File: src/gas_alarm_defs.svh
// Constants for the gas alarm decision and configuration block.
// Assumes a 10 MHz system clock and a 12-bit gas and setpoint scale.
`ifndef GAS_ALARM_DEFS_SVH
`define GAS_ALARM_DEFS_SVH

// Clock rate in hertz.
`define CLK_HZ          10000000
// Delay figures in minutes.
`define DLY_NONE_MIN    0
`define DLY_J1_MIN      1
`define DLY_J5_MIN      5
`define DLY_J10_MIN     10
`define DLY_SW_MAX_MIN  60
// Normalisation time in minutes.
`define NORM_MIN        5
// Seconds per minute.
`define SEC_PER_MIN     60
// Green LED flash half period in milliseconds.
`define FLASH_HALF_MS   500
// Register offsets.
`define REG_CTRL        4'h0
`define REG_SETPOINT    4'h1
`define REG_SW_DELAY    4'h2
`define REG_STATUS      4'h3
`define REG_IRQ_STAT    4'h4
`define REG_IRQ_MASK    4'h5
`define REG_CONFIG      4'h6
// Control bit positions.
`define CTRL_SND_DIS    0
`define CTRL_SP_SEL     1
// Interrupt event bit positions.
`define EV_ALARM_ON     0
`define EV_ALARM_OFF    1
`define EV_OUTPUTS_ON   2
// Analog range codes.
`define RANGE_0_5       2'h0
`define RANGE_0_10      2'h1
`define RANGE_1_5       2'h2
`define RANGE_2_10      2'h3

`endif

File: src/gas_alarm_pkg.sv
// Types shared by the gas alarm block.
// Assumes the constants header is included by the user of this package.
package gas_alarm_pkg;

  // Alarm decision states.
  typedef enum logic [1:0] {
    ST_NORMALISE,
    ST_IDLE,
    ST_PENDING,
    ST_ACTIVE
  } alarm_state_t;

  // Outputs toward relay, sounder and indicators.
  typedef struct packed {
    logic relay;
    logic sounder;
    logic red_led;
    logic green_led;
  } alarm_out_t;

  // Whole state of the alarm block.
  typedef struct packed {
    alarm_state_t st;
    logic [35:0]  cnt;
    logic [31:0]  flash_cnt;
    logic         flash;
    logic         snd_dis;
    logic         sp_sel;
    logic [11:0]  sw_sp;
    logic [5:0]   sw_dly;
    logic [2:0]   irq_stat;
    logic [2:0]   irq_mask;
    logic [15:0]  rdata;
    alarm_out_t   o;
    logic         nv_we;
    logic [5:0]   nv_wdata;
    logic         boot;
  } alarm_state_all_t;

endpackage

File: src/gas_alarm_delay_config.sv
// Alarm decision, delay selection and configuration of a gas detector.
// Assumes jumpers and gas level arrive asynchronously, a non-volatile store
// that holds the software delay, and a plain register port from software.
`include "gas_alarm_defs.svh"
`timescale 1ns/1ps
`default_nettype none

module gas_alarm_delay_config
  import gas_alarm_pkg::*;
#(
  parameter int          TICK_PER_MIN = `CLK_HZ * `SEC_PER_MIN,
  parameter int          FLASH_TICKS  = `CLK_HZ / 1000 * `FLASH_HALF_MS,
  parameter logic [1:0]  VARIANT      = 2'h0,
  parameter logic [11:0] FULL_PPM     = 12'h3E8
) (
  // Clock and reset.
  input  wire logic        clk,
  input  wire logic        rst_n,
  // Jumpers, high when fitted.
  input  wire logic        sounder_enable_jumper,
  input  wire logic        halt_jumper,
  input  wire logic        delay_select_bit0,
  input  wire logic        delay_select_bit1,
  // Gas reading and pot setpoint on the 5V scale, 12 bits.
  input  wire logic [11:0] gas_level,
  input  wire logic [11:0] alarm_setpoint_pot,
  // Non-volatile delay store.
  input  wire logic [5:0]  nv_delay,
  output logic             nv_we,
  output logic [5:0]       nv_wdata,
  // Register port.
  input  wire logic [3:0]  addr,
  input  wire logic [15:0] wdata,
  input  wire logic        wr,
  input  wire logic        rd,
  output logic [15:0]      rdata,
  // Alarm outputs and analog range select.
  output logic             relay,
  output logic             sounder,
  output logic             red_led,
  output logic             green_led,
  output logic             range_zero_to_five_sel,
  output logic             range_zero_to_ten_sel,
  output logic             range_one_to_five_sel,
  output logic             range_two_to_ten_sel,
  output logic [11:0]      alarm_level_testpoint,
  output logic             irq
);

  // Normalisation length in clock ticks.
  // The product is formed at 36 bits, since a full software delay of an
  // hour at the real clock rate does not fit in 32 bits.
  localparam logic [35:0] NORM_TICKS = 36'(`NORM_MIN) * 36'(TICK_PER_MIN);

  // Default setpoint per variant: 100, 200, 100 or 1500 ppm scaled to 5V.
  function automatic logic [11:0] scale_ppm(input logic [11:0] ppm);
    logic [23:0] p;
    p = 24'(ppm) * 24'hFFF / 24'(FULL_PPM);
    return p[11:0];
  endfunction

  // Synchronised reset and pins.
  logic [1:0]  rst_sync;
  logic        rst_n_i;
  logic [1:0]  s_snd, s_halt, s_d0, s_d1;
  logic [11:0] g1, g2, p1, p2;
  logic [5:0]  nv1, nv2;

  // Two-stage reset release.
  always_ff @(posedge clk or negedge rst_n) begin
    if (!rst_n) begin
      rst_sync <= 2'h0;
    end else begin
      rst_sync <= {rst_sync[0], 1'b1};
    end
  end
  assign rst_n_i = rst_sync[1];

  // Two-flop synchronisers; only the second stage is read.
  // They carry no reset on purpose: they keep sampling while reset is held,
  // so the jumpers and the stored delay are already valid in the first cycle
  // after release, when the boot step reads them once and only once.
  // A reset here would make that boot step see zeros and lose both the
  // stored delay and the jumper override.
  always_ff @(posedge clk) begin
    s_snd  <= {s_snd[0], sounder_enable_jumper};
    s_halt <= {s_halt[0], halt_jumper};
    s_d0   <= {s_d0[0], delay_select_bit0};
    s_d1   <= {s_d1[0], delay_select_bit1};
    g1     <= gas_level;
    g2     <= g1;
    p1     <= alarm_setpoint_pot;
    p2     <= p1;
    nv1    <= nv_delay;
    nv2    <= nv1;
  end

  alarm_state_all_t r_reg, r_next;
  logic [11:0] setpoint;
  logic        over;
  logic        jmp_dly;
  logic [5:0]  dly_min;
  logic [35:0] dly_ticks; // Delay in clock ticks, wide enough for an hour.
  logic [2:0]  ev;
  logic [11:0] dflt_sp;

  // Decision datapath.
  always_comb begin
    case (VARIANT)
      2'h1:    dflt_sp = scale_ppm(12'h0C8);
      2'h2:    dflt_sp = scale_ppm(12'h064);
      2'h3:    dflt_sp = scale_ppm(12'h5DC);
      default: dflt_sp = scale_ppm(12'h064);
    endcase
    // Supervisor setpoint replaces the pot when selected.
    setpoint = r_reg.sp_sel ? r_reg.sw_sp : p2;
    over     = g2 >= setpoint;
    jmp_dly  = s_d0[1] | s_d1[1];
    // Jumper table, else the software value.
    case ({s_d1[1], s_d0[1]})
      2'h1:    dly_min = 6'(`DLY_J1_MIN);
      2'h2:    dly_min = 6'(`DLY_J5_MIN);
      2'h3:    dly_min = 6'(`DLY_J10_MIN);
      default: dly_min = r_reg.sw_dly;
    endcase
    dly_ticks = 36'(dly_min) * 36'(TICK_PER_MIN);
  end

  // Next-state logic for the whole block.
  always_comb begin
    r_next       = r_reg;
    r_next.nv_we = 1'b0;
    ev           = 3'h0;
    r_next.rdata = 16'h0000;
    // Load the stored software delay once, unless a jumper overrides it.
    if (r_reg.boot) begin
      r_next.boot   = 1'b0;
      r_next.sw_dly = jmp_dly ? 6'h00 : nv2;
      if (jmp_dly) begin
        r_next.nv_we    = 1'b1;
        r_next.nv_wdata = 6'h00;
      end
      if (!r_reg.sp_sel) begin
        r_next.sw_sp = dflt_sp;
      end
    end
    // Green flash timer.
    if (r_reg.flash_cnt >= 32'(FLASH_TICKS - 1)) begin
      r_next.flash_cnt = 32'h0;
      r_next.flash     = ~r_reg.flash;
    end else begin
      r_next.flash_cnt = r_reg.flash_cnt + 32'h1;
    end
    case (r_reg.st)
      ST_NORMALISE: begin
        // Warm-up; no detection yet.
        if (r_reg.cnt >= NORM_TICKS - 36'h1) begin
          r_next.st  = ST_IDLE;
          r_next.cnt = 36'h0;
        end else begin
          r_next.cnt = r_reg.cnt + 36'h1;
        end
      end
      ST_IDLE: begin
        if (over) begin
          ev[`EV_ALARM_ON] = 1'b1;
          r_next.cnt = 36'h0;
          r_next.st  = (dly_ticks == 36'h0) ? ST_ACTIVE : ST_PENDING;
          if (dly_ticks == 36'h0) begin
            ev[`EV_OUTPUTS_ON] = 1'b1;
          end
        end
      end
      ST_PENDING: begin
        // A delay cut to zero while pending must end the wait at once;
        // otherwise the end-point subtraction would wrap and never match.
        if (!over) begin
          r_next.st = ST_IDLE;
          ev[`EV_ALARM_OFF] = 1'b1;
        end else if (dly_ticks == 36'h0 ||
                     r_reg.cnt >= dly_ticks - 36'h1) begin
          r_next.st = ST_ACTIVE;
          ev[`EV_OUTPUTS_ON] = 1'b1;
        end else begin
          r_next.cnt = r_reg.cnt + 36'h1;
        end
      end
      ST_ACTIVE: begin
        if (!over) begin
          r_next.st = ST_IDLE;
          ev[`EV_ALARM_OFF] = 1'b1;
        end
      end
      default: r_next.st = ST_IDLE;
    endcase
    // Halt jumper freezes detection and forces outputs quiet.
    if (s_halt[1]) begin
      r_next.st  = ST_IDLE;
      r_next.cnt = 36'h0;
      ev         = 3'h0;
    end
    // Output drive from the next state, registered along with it.
    r_next.o.red_led   = !s_halt[1] && (r_next.st == ST_PENDING ||
                         r_next.st == ST_ACTIVE);
    r_next.o.relay     = !s_halt[1] && r_next.st == ST_ACTIVE;
    r_next.o.sounder   = r_next.o.relay && s_snd[1] &&
                         !r_reg.snd_dis;
    r_next.o.green_led = (r_next.st == ST_NORMALISE) ? r_reg.flash
                         : !s_halt[1];
    // Register writes.
    if (wr) begin
      case (addr)
        `REG_CTRL: begin
          r_next.snd_dis = wdata[`CTRL_SND_DIS];
          r_next.sp_sel  = wdata[`CTRL_SP_SEL];
        end
        `REG_SETPOINT: r_next.sw_sp = wdata[11:0];
        `REG_SW_DELAY: begin
          // Values above the limit are clamped.
          r_next.sw_dly = (wdata[5:0] > 6'(`DLY_SW_MAX_MIN))
                          ? 6'(`DLY_SW_MAX_MIN) : wdata[5:0];
          r_next.nv_we    = !jmp_dly;
          r_next.nv_wdata = r_next.sw_dly;
        end
        `REG_IRQ_STAT: r_next.irq_stat = r_reg.irq_stat & ~wdata[2:0];
        `REG_IRQ_MASK: r_next.irq_mask = wdata[2:0];
        default: ;
      endcase
    end
    // Hardware set wins over a software clear.
    r_next.irq_stat = r_next.irq_stat | ev;
    // Register reads; unmapped reads give zero.
    if (rd) begin
      case (addr)
        `REG_CTRL:     r_next.rdata = {14'h0, r_reg.sp_sel, r_reg.snd_dis};
        `REG_SETPOINT: r_next.rdata = {4'h0, setpoint};
        `REG_SW_DELAY: r_next.rdata = {10'h0, r_reg.sw_dly};
        `REG_STATUS:   r_next.rdata = {8'h0, r_reg.st, s_halt[1], s_snd[1],
                                       r_reg.o};
        `REG_IRQ_STAT: r_next.rdata = {13'h0, r_reg.irq_stat};
        `REG_IRQ_MASK: r_next.rdata = {13'h0, r_reg.irq_mask};
        `REG_CONFIG:   r_next.rdata = {4'h0, dly_min, 4'h0,
                                       s_d1[1], s_d0[1]};
        default:       r_next.rdata = 16'h0000;
      endcase
    end
  end

  // State register.
  always_ff @(posedge clk or negedge rst_n_i) begin
    if (!rst_n_i) begin
      r_reg      <= '0;
      r_reg.st   <= ST_NORMALISE;
      r_reg.boot <= 1'b1;
    end else begin
      r_reg <= r_next;
    end
  end

  // Outputs; the analog range is fixed at its single default.
  assign relay                  = r_reg.o.relay;
  assign sounder                = r_reg.o.sounder;
  assign red_led                = r_reg.o.red_led;
  assign green_led              = r_reg.o.green_led;
  assign rdata                  = r_reg.rdata;
  assign nv_we                  = r_reg.nv_we;
  assign nv_wdata               = r_reg.nv_wdata;
  assign alarm_level_testpoint  = setpoint;
  assign range_zero_to_five_sel = 1'b1;
  assign range_zero_to_ten_sel  = 1'b0;
  assign range_one_to_five_sel  = 1'b0;
  assign range_two_to_ten_sel   = 1'b0;
  assign irq                    = |(r_reg.irq_stat & r_reg.irq_mask);

endmodule

`default_nettype wire

File: config.mk
export PLATFORM = sky130hd
export DESIGN_NAME = gas_alarm_delay_config
export DESIGN_NICKNAME = d
export VERILOG_FILES = /design/src/gas_alarm_pkg.sv /design/src/gas_alarm_delay_config.sv
export VERILOG_INCLUDE_DIRS = /design/src
export SDC_FILE = /design/constraint.sdc
export NUM_CORES = 1
export LEC_CHECK = 0
export BUFFER_PORTS_ARGS = -buffer_cell sky130_fd_sc_hd__buf_4
export CORE_MARGIN = 4
export CORE_UTILIZATION = 40
export CTS_CLUSTER_SIZE = 8
export DETAILED_ROUTE_END_ITERATION = 16
export PLACE_DENSITY = 0.65
export SETUP_SLACK_MARGIN = 0.3
export SYNTH_ARGS = -nofsm -noshare
export SYNTH_HDL_FRONTEND = slang
export SYNTH_SLANG_ARGS = --single-unit
File: constraint.sdc
create_clock -name clk -period 9.8 [get_ports clk]
set_clock_uncertainty 0.1 [all_clocks]
set_input_delay 1.96 -clock clk [delete_from_list [all_inputs] [get_ports clk]]
set_output_delay 1.96 -clock clk [all_outputs]
set_load 0.02 [all_outputs]
==> results_dict.tcl <==
set metrics [dict create \
    htree_levels 4 \
    r2r_start "s_d0[1]" \
    ys_seq_area_share_pct 38.67 \
    multi_input_area_um2 6501 \
    hold_class "reg2reg" \
    io_buffers 89 \
    wire_per_inst_um 16.67 \
    cp_slowest_cell "ha_1" \
    place.gp.congestion 0.8913 \
    max_stage_delay_ns 0.62 \
    drcViolationCount 0 \
    ys_warn_count 0 \
    grt_usage_pct 18.28 \
    nets 1504 \
    diodes 0 \
    drive_gt1_share_pct 11.83 \
    cap_violations 0 \
    antenna_found_initial 0 \
    route.vias.total 9430 \
    netlist_top_cells_area "dfrtp_1 27%, dfxtp_1 12%, ha_1 11%" \
    largest_reg_flops 98 \
    max_freq_ghz 0.1169 \
    synth_edf_count 0 \
    area_growth_pct 12.95 \
    wl_um 28860 \
    grt_start_max_net_pins 65 \
    synth_area_um2 11480 \
    yosysMostFrequentCell "nand2_1" \
    numCtsBuffers 17 \
    yosys-top-cells-count "130 x nand2_1, 126 x nor2_1, 122 x dfrtp_1" \
    max_slew_margin_pct 22.30 \
    crit_path_start_kind "flip-flop" \
    cts_tree "done" \
    crit_type "reg2reg" \
    cts_resized 0 \
    cp-end-kind "flip-flop" \
    seqCellArea_um2 4444 \
    clock_path_buffers 2 \
    cts_hold_buf 0 \
    finalCriticalPeriod_ns 8.556 \
    slew_violations 0 \
    ys_seq_elements 191 \
    die_w_um 177.4 \
    powerDensity_nw_per_um2 174.0 \
    syn_avg_cell_area_um2 8.964 \
    postCtsSetupRepairBufs 0 \
    die_area_um2 31480 \
    fin_crit_sh_pct 87.31 \
    cp_data_arrival_time_ns 8.78 \
    drt_iter0_markers 569 \
    antenna_left 0 \
    clk_pin_slew_worst_paths_ns 0.09 \
    synth_async_sr_flop_share_pct 64.40 \
    fillers 2798 \
    clock_sinks 191 \
    crit_fanout 17 \
    dpl.hpwl_um 21800 \
    p_leak_uw 0.005827 \
    avgViaCountPerCell 5.448 \
    critical_path.startpoint "s_d0[1]" \
    cts_root_buf "clkbuf_16" \
    grt_overflow 0 \
    netlist_instances 1281 \
    holdWs_ns 0.2218 \
    grt_pass1_wl_um 47030 \
    initial_core_util_pct 40.88 \
    hold_violations 0 \
    worstPathRequired_ns 10.03 \
    grt_pass1_vias 9206 \
    hold_path_startpoint "p1[7]" \
    insertion_delay_ns 0.44 \
    tns_ns 0 \
    outcome "finished clean" \
    ir_drop_uv 125.9 \
    io_pins 102 \
    coreArea_um2 28090 \
    dr.pass1.iters 5 \
    fp-row-count 61 \
    worst_pin_slew_ns 1.161 \
    cp_common_cell "ha_1" \
    synth.top_cell.area_share_pct 26.59 \
    synth_cell_type_count 79 \
    dieHeight_um 177.4 \
    yosys.area.top_type "dfrtp_1" \
    synthFlopType "dfrtp_1" \
    rsz0062_at_grt "no" \
    finalSetupViolCount 0 \
]
-- layer usage --
layer	up-vias	global-route usage, %	wire length, µm
met1	4533	25.54	13530
met5	-	0	0
li1	4650	-	-
met2	207	29.38	13550
met4	0	5.640	616
met3	40	2.706	1164
-- critical path, delay by kind of cell, from the launching register on --
family | cells | cell delay, ns
muxes | 1 | 0.47
buffers and inverters | 4 | 0.69
DFF | 1 | 0.36
and+or+nand+nor | 4 | 1.37
adders and majority gates | 6 | 2.48
xor gates and xnor gates | 2 | 0.33
AOI/OAI and AO/OA | 10 | 2.60
-- kinds of logic after synthesis --
kind of cell,synth area share [%]
simple gates,19.66
compound gates,17.23
flops,38.67
buf+inv,5.328
fa+ha+maj,12.01
xor+xnor,4.958
mux,2.081
other cells,0.06541
-- cell usage in the layout, fill, tap and decap left out, drive strengths merged, types with 38 or more instances in the layout --
master,Yosys,final
dfxtp,68,68
a21oi,72,72
nand3,38,38
ha,99,99
nor2,126,126
inv,59,67
xnor2,38,38
nand2,130,130
o21ai,75,75
dfrtp,122,122
buf,33,96
-- path summary, 6_finish.rpt --
kind	to	slack, ns	depth (start not counted)
max	r_reg[94]	1.24	27
min	p2[7]	0.22	0
max reg2reg	r_reg[94]	1.24	27
min reg2reg	p2[7]	0.22	0
min in group asynchronous	nv_wdata[2]	0.28	0
max in group asynchronous	r_reg[109]	8.00	1
-- cell type report --
type	instances	share of cell area, %
multi-input cells	975	50.13
inverters	59	1.708
clock inverters	15	1.409
repair buffers	96	5.557
clock buffers	17	3.280
flip-flops and latches	191	34.27
well taps	378	3.647
-- where the power goes --
group	total, µW	switching [µW]	internal [µW]
Sequential	869	44.2	824
Combinational	685	421	264
Clock	704	355	349
Total	2260	820	1440
-- metrics by stage --
step	worst slack, ns	util (%)	instances	cell area [µm²]	power, µW
5_1_grt	0.6384	46.17	1731	12970	2390
6_report	1.244	46.17	1731	12970	2257
4_1_cts	1.267	46.17	1731	12970	2270
2_1_floorplan	2.460	-	1298	11550	1374
3_5_place_dp	1.328	44.01	1699	12360	1561
3_3_place_gp	1.473	44.01	1699	12360	1546
No activity file was read; power rests on OpenSTA's default activity.
